## config.mk

```make
export PLATFORM = sky130hd
export DESIGN_NAME = i2c_remote_access_config
export DESIGN_NICKNAME = d
export VERILOG_FILES = /design/src/i2c_remote_access_config_pkg.sv /design/src/i2c_remote_access_config.sv
export SDC_FILE = /design/constraint.sdc
export NUM_CORES = 1
export LEC_CHECK = 0
export ABC_CLOCK_PERIOD_IN_PS = 5000
export BUFFER_PORTS_ARGS = -buffer_cell sky130_fd_sc_hd__buf_4
export CORE_MARGIN = 2
export CORE_UTILIZATION = 41
export CTS_CLUSTER_SIZE = 20
export DETAILED_ROUTE_END_ITERATION = 6
export GPL_TIMING_DRIVEN = 0
export SYNTH_ARGS = -nofsm -noshare
export SYNTH_HDL_FRONTEND = slang
export SYNTH_SLANG_ARGS = --single-unit
```

## constraint.sdc

```tcl
create_clock -name clock -period 5 [get_ports clock]
set_input_delay 0.5 -clock clock [delete_from_list [all_inputs] [get_ports clock]]
set_output_delay 0.5 -clock clock [all_outputs]
set_load 0.005 [all_outputs]
```

## src/i2c_remote_access_config_pkg.sv

```systemverilog
// Package of constants and types for the I2C remote access configuration block
package i2c_remote_access_config_pkg;

  // ----------------------------------------
  // Register offsets
  // ----------------------------------------
  localparam logic [7:0] BUS_SUPERVISION_CTRL_OFS = 8'h06;
  localparam logic [7:0] REMOTE_SERIALIZER_ID_OFS = 8'h07;
  localparam logic [7:0] FAR_TARGET_MAP_0_OFS     = 8'h08;
  localparam logic [7:0] FAR_TARGET_MAP_1_OFS     = 8'h09;
  localparam logic [7:0] FAR_TARGET_MAP_2_OFS     = 8'h0A;
  localparam logic [7:0] IRQ_STATUS_OFS           = 8'h10;
  localparam logic [7:0] IRQ_MASK_OFS             = 8'h11;

  // ----------------------------------------
  // Field positions and reset values
  // ----------------------------------------
  localparam int SEQ_ERR_BIT       = 7;
  localparam int SEQ_CLR_BIT       = 6;
  localparam int SDA_DLY_LSB       = 3;
  localparam int LOCAL_WR_BLK_BIT  = 2;
  localparam int WD_FAST_BIT       = 1;
  localparam int WD_DISABLE_BIT    = 0;
  localparam int HOLD_FAR_ADDR_BIT = 0;
  localparam int ADDR_LSB          = 1;
  localparam logic [7:0] CTRL_RESET   = 8'h00;
  localparam logic [7:0] MAP_RESET    = 8'h00;
  localparam logic [3:0] IRQ_RESET    = 4'h0;
  localparam int IRQ_SEQ_ERR  = 0;
  localparam int IRQ_BUS_FREE = 1;
  localparam int IRQ_BUS_HUNG = 2;
  localparam int IRQ_WR_BLOCK = 3;

  // ----------------------------------------
  // Timing
  // ----------------------------------------
  localparam int CLK_NS          = 4;
  localparam int SDA_BASE_NS     = 250;
  localparam int SDA_STEP_NS     = 50;
  localparam int WD_FAST_NS      = 50000;
  localparam longint WD_SLOW_NS  = 64'd1000000000;
  localparam int WD_FAST_CYC     = WD_FAST_NS / CLK_NS;
  localparam int WD_SLOW_CYC     = int'(WD_SLOW_NS / CLK_NS);
  localparam int REC_HALF_NS     = 5000;
  localparam int REC_HALF_CYC    = REC_HALF_NS / CLK_NS;
  localparam int REC_PULSES      = 9;

  // ----------------------------------------
  // Carried types
  // ----------------------------------------
  typedef struct packed {
    logic       lock;
    logic [6:0] id;
  } link_id_t;

  typedef struct packed {
    logic [6:0] addr;
    logic       rw;
  } addr_byte_t;

  typedef struct packed {
    logic valid;
    logic write;
    logic local_reg;
  } remote_req_t;

endpackage
```

## src/i2c_remote_access_config.sv

```systemverilog
// Configuration, bus watchdog and address remapping for the I2C remote access bridge
`timescale 1ns/1ps
// ----------------------------------------
// Summary of operation
// - Writing one to bit 6 clears sequence error
// - Forward sequence error sets read-only bit 7
// - SDA delay 250ns plus 50ns per code
// - Block bit rejects remote local-register writes
// - Remote accesses to local targets still pass
// - Watchdog expires 50us fast, 1s slow
// - SDA high and idle: bus free
// - SDA low and idle: nine SCL clocks
// - Disable bit stops the bus watchdog; a recovery already running still finishes its nine clocks
// - Serializer ID bits 7-1; zero disables access
// - Serializer ID auto-loads on receive lock
// - Hold bit blocks auto-load, keeps written ID
// - Slot stores 7-bit physical address, bit0 reserved
// - Alias-addressed transaction remapped before forwarding
// ----------------------------------------
module i2c_remote_access_config
  import i2c_remote_access_config_pkg::*;
#(
  parameter int NUM_SLOTS    = 3,
  parameter int WD_FAST_CNT  = WD_FAST_CYC,
  parameter int WD_SLOW_CNT  = WD_SLOW_CYC
) (
  input  wire logic              clock,
  input  wire logic              nrst,
  input  wire logic [7:0]        reg_addr,
  input  wire logic [7:0]        reg_wdata,
  input  wire logic              reg_wr,
  input  wire logic              reg_rd,
  output logic      [7:0]        reg_rdata,
  output logic                   irq,
  input  wire logic              fwd_seq_err,
  input  wire link_id_t          link_id,
  output logic                   far_access_en,
  input  wire remote_req_t       remote_req,
  output logic                   remote_reg_wr_ok,
  output logic                   remote_reg_wr_blocked,
  output logic                   remote_pass,
  input  wire logic              scl_in,
  input  wire logic              sda_in,
  output logic                   scl_out,
  output logic                   scl_oe,
  input  wire logic              sda_low_req,
  output logic                   sda_out,
  output logic                   sda_oe,
  output logic                   bus_free,
  input  wire logic [6:0]        target_alias [NUM_SLOTS],
  input  wire logic              addr_valid,
  input  wire addr_byte_t        addr_in,
  output logic                   fwd_valid,
  output addr_byte_t             fwd_addr,
  output logic                   fwd_remapped
);

  // ----------------------------------------
  // Elaboration checks
  // ----------------------------------------
  if (NUM_SLOTS < 1 || NUM_SLOTS > 3) begin : g_bad_slots
    $error("NUM_SLOTS must be 1 to 3");
  end
  if (WD_FAST_CNT < 1 || WD_SLOW_CNT < 1 || WD_SLOW_CNT >= (1 << 28)) begin : g_bad_wd
    $error("Watchdog counts out of range");
  end

  // ----------------------------------------
  // Registers
  // ----------------------------------------
  logic       seq_err_reg;
  logic [1:0] sda_dly_reg;
  logic       local_wr_blk_reg;
  logic       wd_fast_reg;
  logic       wd_disable_reg;
  logic [6:0] far_addr_reg;
  logic       hold_far_addr_reg;
  logic [6:0] far_target_reg [NUM_SLOTS];
  logic [3:0] irq_status_reg;
  logic [3:0] irq_mask_reg;
  logic [3:0] irq_event;
  logic       lock_reg;
  logic       wd_free_evt;
  logic       wd_hung_evt;

  logic wr_ctrl;
  logic wr_id;
  logic wr_stat;
  logic wr_mask;
  assign wr_ctrl = reg_wr && reg_addr == BUS_SUPERVISION_CTRL_OFS;
  assign wr_id   = reg_wr && reg_addr == REMOTE_SERIALIZER_ID_OFS;
  assign wr_stat = reg_wr && reg_addr == IRQ_STATUS_OFS;
  assign wr_mask = reg_wr && reg_addr == IRQ_MASK_OFS;

  always_ff @(posedge clock) begin
    if (!nrst) begin
      sda_dly_reg      <= CTRL_RESET[SDA_DLY_LSB +: 2];
      local_wr_blk_reg <= CTRL_RESET[LOCAL_WR_BLK_BIT];
      wd_fast_reg      <= CTRL_RESET[WD_FAST_BIT];
      wd_disable_reg   <= CTRL_RESET[WD_DISABLE_BIT];
    end else if (wr_ctrl) begin
      sda_dly_reg      <= reg_wdata[SDA_DLY_LSB +: 2];
      local_wr_blk_reg <= reg_wdata[LOCAL_WR_BLK_BIT];
      wd_fast_reg      <= reg_wdata[WD_FAST_BIT];
      wd_disable_reg   <= reg_wdata[WD_DISABLE_BIT];
    end
  end

  // Set wins over the clear so no error is lost
  always_ff @(posedge clock) begin
    if (!nrst) begin
      seq_err_reg <= CTRL_RESET[SEQ_ERR_BIT];
    end else if (fwd_seq_err) begin
      seq_err_reg <= 1'b1;
    end else if (wr_ctrl && reg_wdata[SEQ_CLR_BIT]) begin
      seq_err_reg <= 1'b0;
    end
  end

  // ----------------------------------------
  // Serializer ID
  // ----------------------------------------
  always_ff @(posedge clock) begin
    if (!nrst) begin
      lock_reg <= 1'b0;
    end else begin
      lock_reg <= link_id.lock;
    end
  end

  // Software write takes priority over a load in the same cycle
  always_ff @(posedge clock) begin
    if (!nrst) begin
      far_addr_reg      <= MAP_RESET[7:ADDR_LSB];
      hold_far_addr_reg <= MAP_RESET[HOLD_FAR_ADDR_BIT];
    end else if (wr_id) begin
      far_addr_reg      <= reg_wdata[7:ADDR_LSB];
      hold_far_addr_reg <= reg_wdata[HOLD_FAR_ADDR_BIT];
    end else if (link_id.lock && !lock_reg && !hold_far_addr_reg) begin
      far_addr_reg <= link_id.id;
    end
  end

  assign far_access_en = far_addr_reg != 7'h00;

  // ----------------------------------------
  // Target slots
  // ----------------------------------------
  for (genvar s = 0; s < NUM_SLOTS; s++) begin : g_slot
    always_ff @(posedge clock) begin
      if (!nrst) begin
        far_target_reg[s] <= MAP_RESET[7:ADDR_LSB];
      end else if (reg_wr && reg_addr == FAR_TARGET_MAP_0_OFS + 8'(s)) begin
        far_target_reg[s] <= reg_wdata[7:ADDR_LSB];
      end
    end
  end

  // ----------------------------------------
  // Alias remap
  // ----------------------------------------
  logic       hit;
  logic [6:0] hit_addr;
  always_comb begin
    hit      = 1'b0;
    hit_addr = addr_in.addr;
    for (int s = NUM_SLOTS - 1; s >= 0; s--) begin
      if (addr_in.addr == target_alias[s]) begin
        hit      = 1'b1;
        hit_addr = far_target_reg[s];
      end
    end
  end

  always_ff @(posedge clock) begin
    if (!nrst) begin
      fwd_valid    <= 1'b0;
      fwd_addr     <= '0;
      fwd_remapped <= 1'b0;
    end else begin
      fwd_valid    <= addr_valid;
      fwd_remapped <= addr_valid && hit;
      if (addr_valid) begin
        fwd_addr <= '{addr: hit_addr, rw: addr_in.rw};
      end
    end
  end

  // ----------------------------------------
  // Remote access gate
  // ----------------------------------------
  logic local_wr;
  assign local_wr = remote_req.valid && remote_req.write && remote_req.local_reg;

  always_ff @(posedge clock) begin
    if (!nrst) begin
      remote_reg_wr_ok      <= 1'b0;
      remote_reg_wr_blocked <= 1'b0;
      remote_pass           <= 1'b0;
    end else begin
      remote_reg_wr_ok      <= local_wr && !local_wr_blk_reg;
      remote_reg_wr_blocked <= local_wr && local_wr_blk_reg;
      remote_pass           <= remote_req.valid && !remote_req.local_reg;
    end
  end

  // ----------------------------------------
  // SDA output delay
  // ----------------------------------------
  localparam int DLY_W = 8;
  logic [DLY_W-1:0] dly_cnt_reg;
  logic [DLY_W-1:0] dly_cyc;
  logic             sda_pend_reg;

  // Least delay, rounded up to whole cycles
  always_comb begin
    dly_cyc = DLY_W'((SDA_BASE_NS + int'(sda_dly_reg) * SDA_STEP_NS + CLK_NS - 1) / CLK_NS);
  end

  always_ff @(posedge clock) begin
    if (!nrst) begin
      sda_pend_reg <= 1'b0;
      dly_cnt_reg  <= '0;
      sda_oe       <= 1'b0;
    end else if (sda_low_req != sda_pend_reg) begin
      sda_pend_reg <= sda_low_req;
      dly_cnt_reg  <= dly_cyc - DLY_W'(1);
    end else if (dly_cnt_reg != '0) begin
      dly_cnt_reg <= dly_cnt_reg - DLY_W'(1);
    end else begin
      sda_oe <= sda_pend_reg;
    end
  end

  assign sda_out = 1'b0;

  // ----------------------------------------
  // Bus watchdog
  // ----------------------------------------
  typedef enum logic [2:0] {
    WD_WATCH = 3'b001,
    WD_LOW   = 3'b010,
    WD_HIGH  = 3'b100
  } wd_state_t;

  wd_state_t   wd_state_reg;
  logic [27:0] idle_cnt_reg;
  logic [27:0] wd_limit;
  logic [11:0] half_cnt_reg;
  logic [3:0]  pulse_cnt_reg;
  logic        scl_d_reg;
  logic        sda_d_reg;
  logic        activity;

  assign wd_limit = wd_fast_reg ? 28'(WD_FAST_CNT) : 28'(WD_SLOW_CNT);
  assign activity = scl_in != scl_d_reg || sda_in != sda_d_reg;

  always_ff @(posedge clock) begin
    if (!nrst) begin
      scl_d_reg <= 1'b1;
      sda_d_reg <= 1'b1;
    end else begin
      scl_d_reg <= scl_in;
      sda_d_reg <= sda_in;
    end
  end

  // Free is reported once per idle stretch, not repeatedly
  always_ff @(posedge clock) begin
    if (!nrst) begin
      wd_state_reg  <= WD_WATCH;
      idle_cnt_reg  <= '0;
      half_cnt_reg  <= '0;
      pulse_cnt_reg <= '0;
      wd_free_evt   <= 1'b0;
      wd_hung_evt   <= 1'b0;
      bus_free      <= 1'b0;
    end else begin
      wd_free_evt <= 1'b0;
      wd_hung_evt <= 1'b0;
      case (wd_state_reg)
        WD_WATCH: begin
          if (wd_disable_reg || activity) begin
            idle_cnt_reg <= '0;
            bus_free     <= 1'b0;
          end else if (idle_cnt_reg >= wd_limit - 28'h0000001) begin
            idle_cnt_reg <= '0;
            if (sda_in) begin
              wd_free_evt <= !bus_free;
              bus_free    <= 1'b1;
            end else begin
              wd_hung_evt   <= 1'b1;
              wd_state_reg  <= WD_LOW;
              half_cnt_reg  <= '0;
              pulse_cnt_reg <= '0;
            end
          end else begin
            idle_cnt_reg <= idle_cnt_reg + 28'h0000001;
          end
        end
        WD_LOW: begin
          if (half_cnt_reg == 12'(REC_HALF_CYC - 1)) begin
            half_cnt_reg <= '0;
            wd_state_reg <= WD_HIGH;
          end else begin
            half_cnt_reg <= half_cnt_reg + 12'h001;
          end
        end
        WD_HIGH: begin
          if (half_cnt_reg == 12'(REC_HALF_CYC - 1)) begin
            half_cnt_reg <= '0;
            if (pulse_cnt_reg == 4'(REC_PULSES - 1)) begin
              wd_state_reg <= WD_WATCH;
            end else begin
              pulse_cnt_reg <= pulse_cnt_reg + 4'h1;
              wd_state_reg  <= WD_LOW;
            end
          end else begin
            half_cnt_reg <= half_cnt_reg + 12'h001;
          end
        end
        default: begin
          wd_state_reg <= WD_WATCH;
        end
      endcase
    end
  end

  assign scl_out = 1'b0;
  assign scl_oe  = wd_state_reg == WD_LOW;

  // ----------------------------------------
  // Interrupts
  // ----------------------------------------
  assign irq_event = {remote_reg_wr_blocked, wd_hung_evt, wd_free_evt, fwd_seq_err};

  always_ff @(posedge clock) begin
    if (!nrst) begin
      irq_status_reg <= IRQ_RESET;
    end else begin
      irq_status_reg <= (irq_status_reg & ~(wr_stat ? reg_wdata[3:0] : 4'h0)) | irq_event;
    end
  end

  always_ff @(posedge clock) begin
    if (!nrst) begin
      irq_mask_reg <= IRQ_RESET;
    end else if (wr_mask) begin
      irq_mask_reg <= reg_wdata[3:0];
    end
  end

  assign irq = |(irq_status_reg & irq_mask_reg);

  // ----------------------------------------
  // Read path
  // ----------------------------------------
  logic [7:0] rd_mux;
  always_comb begin
    rd_mux = 8'h00;
    case (reg_addr)
      BUS_SUPERVISION_CTRL_OFS: rd_mux = {seq_err_reg, 2'b00, sda_dly_reg, local_wr_blk_reg,
                                          wd_fast_reg, wd_disable_reg};
      REMOTE_SERIALIZER_ID_OFS: rd_mux = {far_addr_reg, hold_far_addr_reg};
      IRQ_STATUS_OFS:           rd_mux = {4'h0, irq_status_reg};
      IRQ_MASK_OFS:             rd_mux = {4'h0, irq_mask_reg};
      default: begin
        for (int s = 0; s < NUM_SLOTS; s++) begin
          if (reg_addr == FAR_TARGET_MAP_0_OFS + 8'(s)) begin
            rd_mux = {far_target_reg[s], 1'b0};
          end
        end
      end
    endcase
  end

  always_ff @(posedge clock) begin
    if (!nrst) begin
      reg_rdata <= 8'h00;
    end else if (reg_rd) begin
      reg_rdata <= rd_mux;
    end else begin
      reg_rdata <= 8'h00;
    end
  end

endmodule

```

==> metrics.md, run 1 <==
| Metric | Value |
|---|---|
| Outcome | `complete, no violations` |
| Shortest clock period the worst path allows after layout | `3130 ps` |
| Critical Path Max Stage Delay | `790 ps` |
| Cell Count Post-Placement | `1,068` |
| Half-perimeter wire length of the detailed placement result | `13,400 µm` |
| Power density relative to cell area | `316 nW/µm²` |
| Final std cells w/o fill | `1,100` |
| Flip-flop count of the largest register after layout | `28` |
| I/O Buffers | `89` |
| Overall fraction of global-route tracks in use | `21.0%` |
| Worst max-slew margin expressed relative to the limit | `19.2%` |
| Post-CTS repair timing setup buffer count | `0` |
| Total setup violations reported at the end of the flow | `0` |
| H-tree depth | `4` |
| # DRC | `0` |
| Clock-pin slew reported for the worst setup and hold paths after clock tree synthesis | `60 ps` |
| FMAX | `0.319 GHz` |
| Number of cells upsized or downsized after cts | `0` |
| Number of slew-limit violations in the final report | `0` |
| Per-cell routed wire length | `16.4 µm` |
| Proportion of layout cells with a drive suffix above 1 | `16.3%` |
| Worst EP required | `5320 ps` |
| NumNets Final | `961` |
| Maximum number of buffers from clock root to sink | `2` |
| Top cells by area, synth | `dfxtp_1 32%, edfxtp_1 9.4%, ha_1 4.7%` |
| Sinks on the clock net | `127` |
| Slack of the worst reg-to-reg path | `1870 ps` |
| Worst Max-Slew Pin Slew | `1200 ps` |
| Clock latency on the worst-skew pair | `420 ps` |
| Start point of the worst min-delay path | `remote_req[0]` |
| Root buffer cell | `clkbuf_16` |
| Register area | `2750 µm²` |
| Cell type contributing the most total cell area after synthesis | `dfxtp_1` |
| Number of cells on the worst reg-to-reg path | `8` |
| Die height | `132 µm` |
| Effective utilization at floorplan | `42.1%` |
| Classification of the worst-slack hold path | `input port to register` |
| Share of the clock period used by the worst path after layout | `62.7%` |
| Startpoint of the worst-slack reg-to-reg timing path | `wd_fast_reg$_SDFFE_PN0P_` |
| Count of hold buffers inserted by post-cts repair | `0` |
| Commonest cells after routing, fill and taps aside | `106 x dfxtp_1, 91 x buf_4, 82 x nor2_1` |
| EDFF count, synth | `21` |
| CP bufs+invs | `1` |
| Count of different cell masters after synthesis | `61` |
| Vias post-DR | `6,121` |
| Area grow syn2layout | `22.7%` |
| Mapped Area | `6720 µm²` |
| Multi-input logic area | `3740 µm²` |
| Final-report hold violation count | `0` |
| FF+latch count, synth | `127` |
| WL final | `18,100 µm` |
| Reported max-cap violation count | `0` |
| Post-synthesis instance total | `762` |
| Rows | `46` |
| Share of flip-flops with an asynchronous set or reset | `0%` |
| Kind of start point of the critical path | `register` |
| Max FO, Critical Path | `16` |
| Reg2Reg Capture Point | `half_cnt_reg[9]$_SDFFE_PN0P_` |
| First drt pass iteration count | `5` |
| Total CTS buffers | `17` |
| Kind of critical path | `register to register` |
| Area share of the largest cell type after synthesis | `31.6%` |
| Largest voltage drop on the vdd net | `0.000224 V` |
| Leakage power of the design | `3.20 nW` |
| Cell with the largest stage delay on the worst path | `dfxtp_1` |
| Most common cell after layout, fill and taps aside | `dfxtp_1` |
| Pin count of the biggest net entering global routing | `17` |
| Critical path capture point type | `register` |
| Fill count | `1,441` |
| Setup TNS after final layout | `0 ps` |
| CP top delay family | `compound AO/OA/AOI/OAI gates` |
| Diode count | `0` |
| CP Cell Sequence | `ha_1 -> a21oi_1 -> o221ai_1 -> a221oi_1 -> and3_1 -> a21oi_1 -> buf_2 -> a311oi_1` |
| Syn_area_per_cell | `8.82 µm²` |
| Primary flip-flop cell chosen by synthesis mapping | `dfxtp_1` |
| Horizontal die dimension | `132 µm` |
| GRT overflow | `0` |
| First DRT Iteration DRCs | `421` |
| Remaining antenna violation count after routing | `0` |
| Floorplan die area | `17,400 µm²` |
| Maximum clock skew at final layout | `6.05 ps` |
| First-pass GRT wire length | `29,500 µm` |
| Total chip power | `2.60 mW` |
| Weighted congestion reported at the end of routability-driven placement | `0.883` |
| Via/cell ratio | `5.56` |
| Worst hold slack | `246 ps` |
| Worst-case hold path end point | `remote_pass$_SDFF_PN0_` |
| Floorplan Core Area | `15,900 µm²` |
| Cell occurring most often along the worst timing path | `a21oi_1` |
| WHS Path Cells | `2` |
| Proportion of synthesized chip area in sequential cells | `41.0%` |
| Number of I/O pins | `93` |
| RSZ-0062 raised after global routing | `false` |
| Warning count from the yosys run | `0` |
| Antenna violations before repair | `0` |
| Arrival time of data at the critical path endpoint | `3450 ps` |
| Via count of the first global-routing pass | `5,909` |
| TritonCTS clock tree | `built` |
==> logic make-up (layout without fill, tap and decap cells) <==
family | count (synthesis) | in the layout | synth area share [%]
buffers and inverters | 58 | 179 | 3.46
adder cells (fa/ha/maj) | 25 | 25 | 4.66
AND/OR/NAND/NOR | 313 | 313 | 24.2
multiplexers | 35 | 35 | 5.29
AO/OA/AOI/OAI | 151 | 151 | 14.6
flip-flops | 127 | 127 | 41.0
other | 1 | 2 | 0.0558
XOR/XNOR | 52 | 52 | 6.78
==> cell type report <==
| class | count | share of cell area (%) |
|---|---|---|
| tap | 216 | 3.28 |
| timing repair buffer | 89 | 8.11 |
| multi-input combinational | 578 | 45.3 |
| clock inverter | 12 | 1.75 |
| inverter | 22 | 1.00 |
| sequential | 127 | 33.4 |
| buffer | 36 | 1.82 |
| clock buffer | 20 | 5.30 |
==> through the flow <==
stage	setup WS [ps]	area, µm²	util, %
6_report	1870	8240	51.7
3_5_place_dp	1880	7660	48.1
5_1_grt	1670	8240	51.7
3_3_place_gp	1970	7660	48.1
2_1_floorplan	2560	6720	-
4_1_cts	1880	8240	51.7
==> power by group <==
group	switching (mW)	internal (mW)
sequential	0.0257	1.07
clock	0.458	0.777
combinational	0.154	0.116
total	0.638	1.97
==> routing by layer <==
layer / global-route usage, % / up-vias / share of wire [%]
li1: - / 2980 / -
met1: 26.4 / 2938 / 45
met4: 8.21 / 0 / 1.8
met2: 35.1 / 177 / 48
met5: 0 / - / 0
met3: 4.50 / 26 / 5.5
==> synth_stat cells (all sizes together) (3+ instances only) <==
cell,n
nor2,82
nor3,40
xor2,23
nor4b,4
a31oi,14
a211o,7
nor3b,7
a211oi,16
dfxtp,106
nand2b,9
a21oi,40
xnor2,29
a22oi,8
and2,26
nand3,26
a311oi,7
and4,3
mux2i,31
inv,22
ha,25
or3,3
a21o,3
buf,10
and3,10
nor4,6
nand4,14
o22ai,3
nor2b,5
clkbuf,26
mux2,4
or4,6
nand2,62
a221oi,3
edfxtp,21
nand3b,5
a31o,3
o21ai,29
==> worst max path at each step <==
stage | startpoint | end | slack, ps | depth (start not counted)
finish | wd_fast_reg$_SDFFE_PN0P_ | half_cnt_reg[9]$_SDFFE_PN0P_ | 1870 | 8
global route | wd_fast_reg$_SDFFE_PN0P_ | half_cnt_reg[9]$_SDFFE_PN0P_ | 1670 | 8
global placement | wd_fast_reg$_SDFFE_PN0P_ | idle_cnt_reg[16]$_SDFFE_PN0N_ | 1970 | 8
CTS | wd_fast_reg$_SDFFE_PN0P_ | idle_cnt_reg[13]$_SDFFE_PN0N_ | 1880 | 8
floorplan | wd_fast_reg$_SDFFE_PN0P_ | wd_state_reg[1]$_SDFFE_PN0P_ | 2560 | 8
detailed placement | wd_fast_reg$_SDFFE_PN0P_ | half_cnt_reg[9]$_SDFFE_PN0P_ | 1880 | 8
(Power assumes the default switching activity.)
==> run 2, diff against run 1 <==
- ABC_CLOCK_PERIOD_IN_PS: 5000 -> 2850
- clock period: 5 -> 2.85 ns (I/O delays scaled with it)
==> run 2 against run 1 <==
Effect of this change: critical path type unchanged; register-to-register slack got worse by 1600 ps; sequential power rose by 75%; cell area is 0.21% higher; worst hold slack got worse by 210 ps; largest power group unchanged; sequential share of layout area about the same; worst setup slack worse by 1600 ps.
==> metrics.md, run 2 (synthesized netlist as in run 1, its figures left out) <==
| Metric | Value |
|---|---|
| Share of the clock period used by the worst path after layout | `90.3% (was 62.7%)` |
| Die height | `132 µm (unchanged)` |
| Weighted congestion reported at the end of routability-driven placement | `0.883 (unchanged)` |
| Largest voltage drop on the vdd net | `0.000390 V (was 0.000224 V)` |
| WHS Path Cells | `2 (unchanged)` |
| I/O Buffers | `89 (unchanged)` |
| Worst-case hold path end point | `remote_pass$_SDFF_PN0_ (unchanged)` |
| Startpoint of the worst-slack reg-to-reg timing path | `wd_fast_reg$_SDFFE_PN0P_ (unchanged)` |
| Met3 capacity usage during global routing | `4.50% (unchanged)` |
| Floorplan die area | `17,400 µm² (unchanged)` |
| Most Used Layer, Global Route | `met2 (unchanged)` |
| Max FO, Critical Path | `16 (unchanged)` |
| First drt pass iteration count | `5 (unchanged)` |
| Via count of the first global-routing pass | `5,909 (unchanged)` |
| Shortest clock period the worst path allows after layout | `2570 ps (was 3130 ps)` |
| Worst max-slew margin expressed relative to the limit | `19.3% (was 19.2%)` |
| Final Util | `51.8% (was 51.7%)` |
| Floorplan Core Area | `15,900 µm² (unchanged)` |
| Kind of start point of the critical path | `register (unchanged)` |
| Start point of the worst min-delay path | `remote_req[0] (unchanged)` |
| Pin count of the biggest net entering global routing | `17 (unchanged)` |
| Most common cell after layout, fill and taps aside | `dfxtp_1 (unchanged)` |
| Critical path capture point type | `register (unchanged)` |
| Kind of critical path | `register to register (unchanged)` |
| Proportion of layout cells with a drive suffix above 1 | `16.7% (was 16.3%)` |
| Half-perimeter wire length of the detailed placement result | `13,400 µm (unchanged)` |
| Via/cell ratio | `5.53 (was 5.56)` |
| Diode count | `0 (unchanged)` |
| Overall fraction of global-route tracks in use | `21.0% (unchanged)` |
| Final-report hold violation count | `0 (unchanged)` |
| WL final | `18,000 µm (was 18,100 µm)` |
| Total CTS buffers | `17 (unchanged)` |
| Commonest cells after routing, fill and taps aside | `105 x dfxtp_1, 91 x buf_4, 82 x nor2_1 (was 106 x dfxtp_1, 91 x buf_4, 82 x nor2_1)` |
| Slack of the worst reg-to-reg path | `280 ps (was 1870 ps)` |
| Cell Count Post-Placement | `1,068 (unchanged)` |
| Clock-pin slew reported for the worst setup and hold paths after clock tree synthesis | `60 ps (about the same)` |
| Area grow syn2layout | `22.9% (was 22.7%)` |
| Maximum number of buffers from clock root to sink | `2 (unchanged)` |
| Outcome | `complete, no violations (unchanged)` |
| First-pass GRT wire length | `29,500 µm (unchanged)` |
| RSZ-0062 raised after global routing | `false (unchanged)` |
| Fill count | `1,442 (was 1,441)` |
| Antenna violations before repair | `0 (unchanged)` |
| Reported max-cap violation count | `0 (unchanged)` |
| Final std cells w/o fill | `1,100 (unchanged)` |
| Effective utilization at floorplan | `42.1% (unchanged)` |
| Met1 GRT Util | `26.4% (unchanged)` |
| Leakage power of the design | `3.21 nW (was 3.20 nW)` |
| TritonCTS clock tree | `built (unchanged)` |
| Arrival time of data at the critical path endpoint | `2880 ps (was 3450 ps)` |
| Maximum clock skew at final layout | `5.78 ps (was 6.05 ps)` |
| Number of slew-limit violations in the final report | `0 (unchanged)` |
| Worst EP required | `3160 ps (was 5320 ps)` |
| Vias post-DR | `6,086 (was 6,121)` |
| Classification of the worst-slack hold path | `input port to register (unchanged)` |
| # DRC | `0 (unchanged)` |
| Reg2Reg Capture Point | `half_cnt_reg[9]$_SDFFE_PN0P_ (unchanged)` |
| Power density relative to cell area | `553 nW/µm² (was 316 nW/µm²)` |
| Number of I/O pins | `93 (unchanged)` |
| Total setup violations reported at the end of the flow | `0 (unchanged)` |
| GRT overflow | `0 (unchanged)` |
| Per-cell routed wire length | `16.4 µm (about the same)` |
| Sinks on the clock net | `127 (unchanged)` |
| Number of cells on the worst reg-to-reg path | `8 (unchanged)` |
| Met2 Use GR | `35.1% (unchanged)` |
| Rows | `46 (unchanged)` |
| NumNets Final | `961 (unchanged)` |
| Flip-flop count of the largest register after layout | `28 (unchanged)` |
| FMAX | `0.389 GHz (was 0.319 GHz)` |
| Clock latency on the worst-skew pair | `420 ps (about the same)` |
| H-tree depth | `4 (unchanged)` |
| Horizontal die dimension | `132 µm (unchanged)` |
| Remaining antenna violation count after routing | `0 (unchanged)` |
| Worst Max-Slew Pin Slew | `1200 ps (about the same)` |
| First DRT Iteration DRCs | `455 (was 421)` |
| Root buffer cell | `clkbuf_16 (unchanged)` |
==> run 2: cell type report <==
| cell class | instances | area [µm²] | share of cell area [%] |
|---|---|---|---|
| clock inverters | 12 | 144 | 1.74 |
| repair buffers | 89 | 668 | 8.09 |
| clock buffers | 20 | 437 | 5.29 |
| well taps | 216 | 270 | 3.27 |
| multi-input cells | 578 | 3750 | 45.4 |
| inverters | 22 | 82.6 | 1.00 |
| plain buffers | 36 | 151 | 1.83 |
| flip-flops and latches | 127 | 2760 | 33.4 |
==> run 2: routing by layer <==
metal,up-vias,wire length (µm)
met4,0,329
met2,175,8620
li1,2980,-
met1,2906,8130
met3,25,961
met5,-,0
==> run 2: power by group <==
part           total [mW]  internal (mW)  switching [mW]
sequential           1.93           1.88          0.0451
combinational       0.475          0.205           0.270
clock                2.16           1.36           0.799
total                4.56           3.45            1.11
==> run 2: worst max path at each step <==
stage	startpoint	to	slack, ps
2_1_floorplan	wd_fast_reg$_SDFFE_PN0P_	wd_state_reg[1]$_SDFFE_PN0P_	410
3_3_place_gp	wd_fast_reg$_SDFFE_PN0P_	idle_cnt_reg[16]$_SDFFE_PN0N_	-180
3_5_place_dp	wd_fast_reg$_SDFFE_PN0P_	half_cnt_reg[9]$_SDFFE_PN0P_	-270
4_1_cts	wd_fast_reg$_SDFFE_PN0P_	idle_cnt_reg[13]$_SDFFE_PN0N_	0.02
5_1_grt	wd_fast_reg$_SDFFE_PN0P_	half_cnt_reg[9]$_SDFFE_PN0P_	110
6_report	wd_fast_reg$_SDFFE_PN0P_	half_cnt_reg[9]$_SDFFE_PN0P_	280
==> run 2: stage by stage <==
step / instance area, µm² / power [mW] / TNS [ps] / setup slack [ps] / hold WS [ps]
global route: 8260 / 4.75 / 0 / 113 / 20.8
floorplan: 6720 / 2.23 / 0 / 407 / 357
global placement: 7660 / 2.43 / -3250 / -176 / 436
detailed placement: 7660 / 2.44 / -5650 / -273 / 448
finish: 8260 / 4.56 / 0 / 278 / 33.1
CTS: 8240 / 4.59 / 0 / 0.0229 / 19.1
==> run 2: what timing repair did <==
item                       in CTS  in global routing
setup endpoints to repair      39                 28
resized for setup               1                  5
hold buffers                    0                  0
pin swaps                       0                  0
setup buffers                   0                  0
==> run 2: critical path, cell delays in order, from the launching register on <==
cell and delay (ps):
dfxtp_4 480, ha_1 280, a21oi_1 140, o221ai_1 170, a221oi_2 440, and3_1 300, a21oi_1 110, buf_2 210
a311oi_1 320
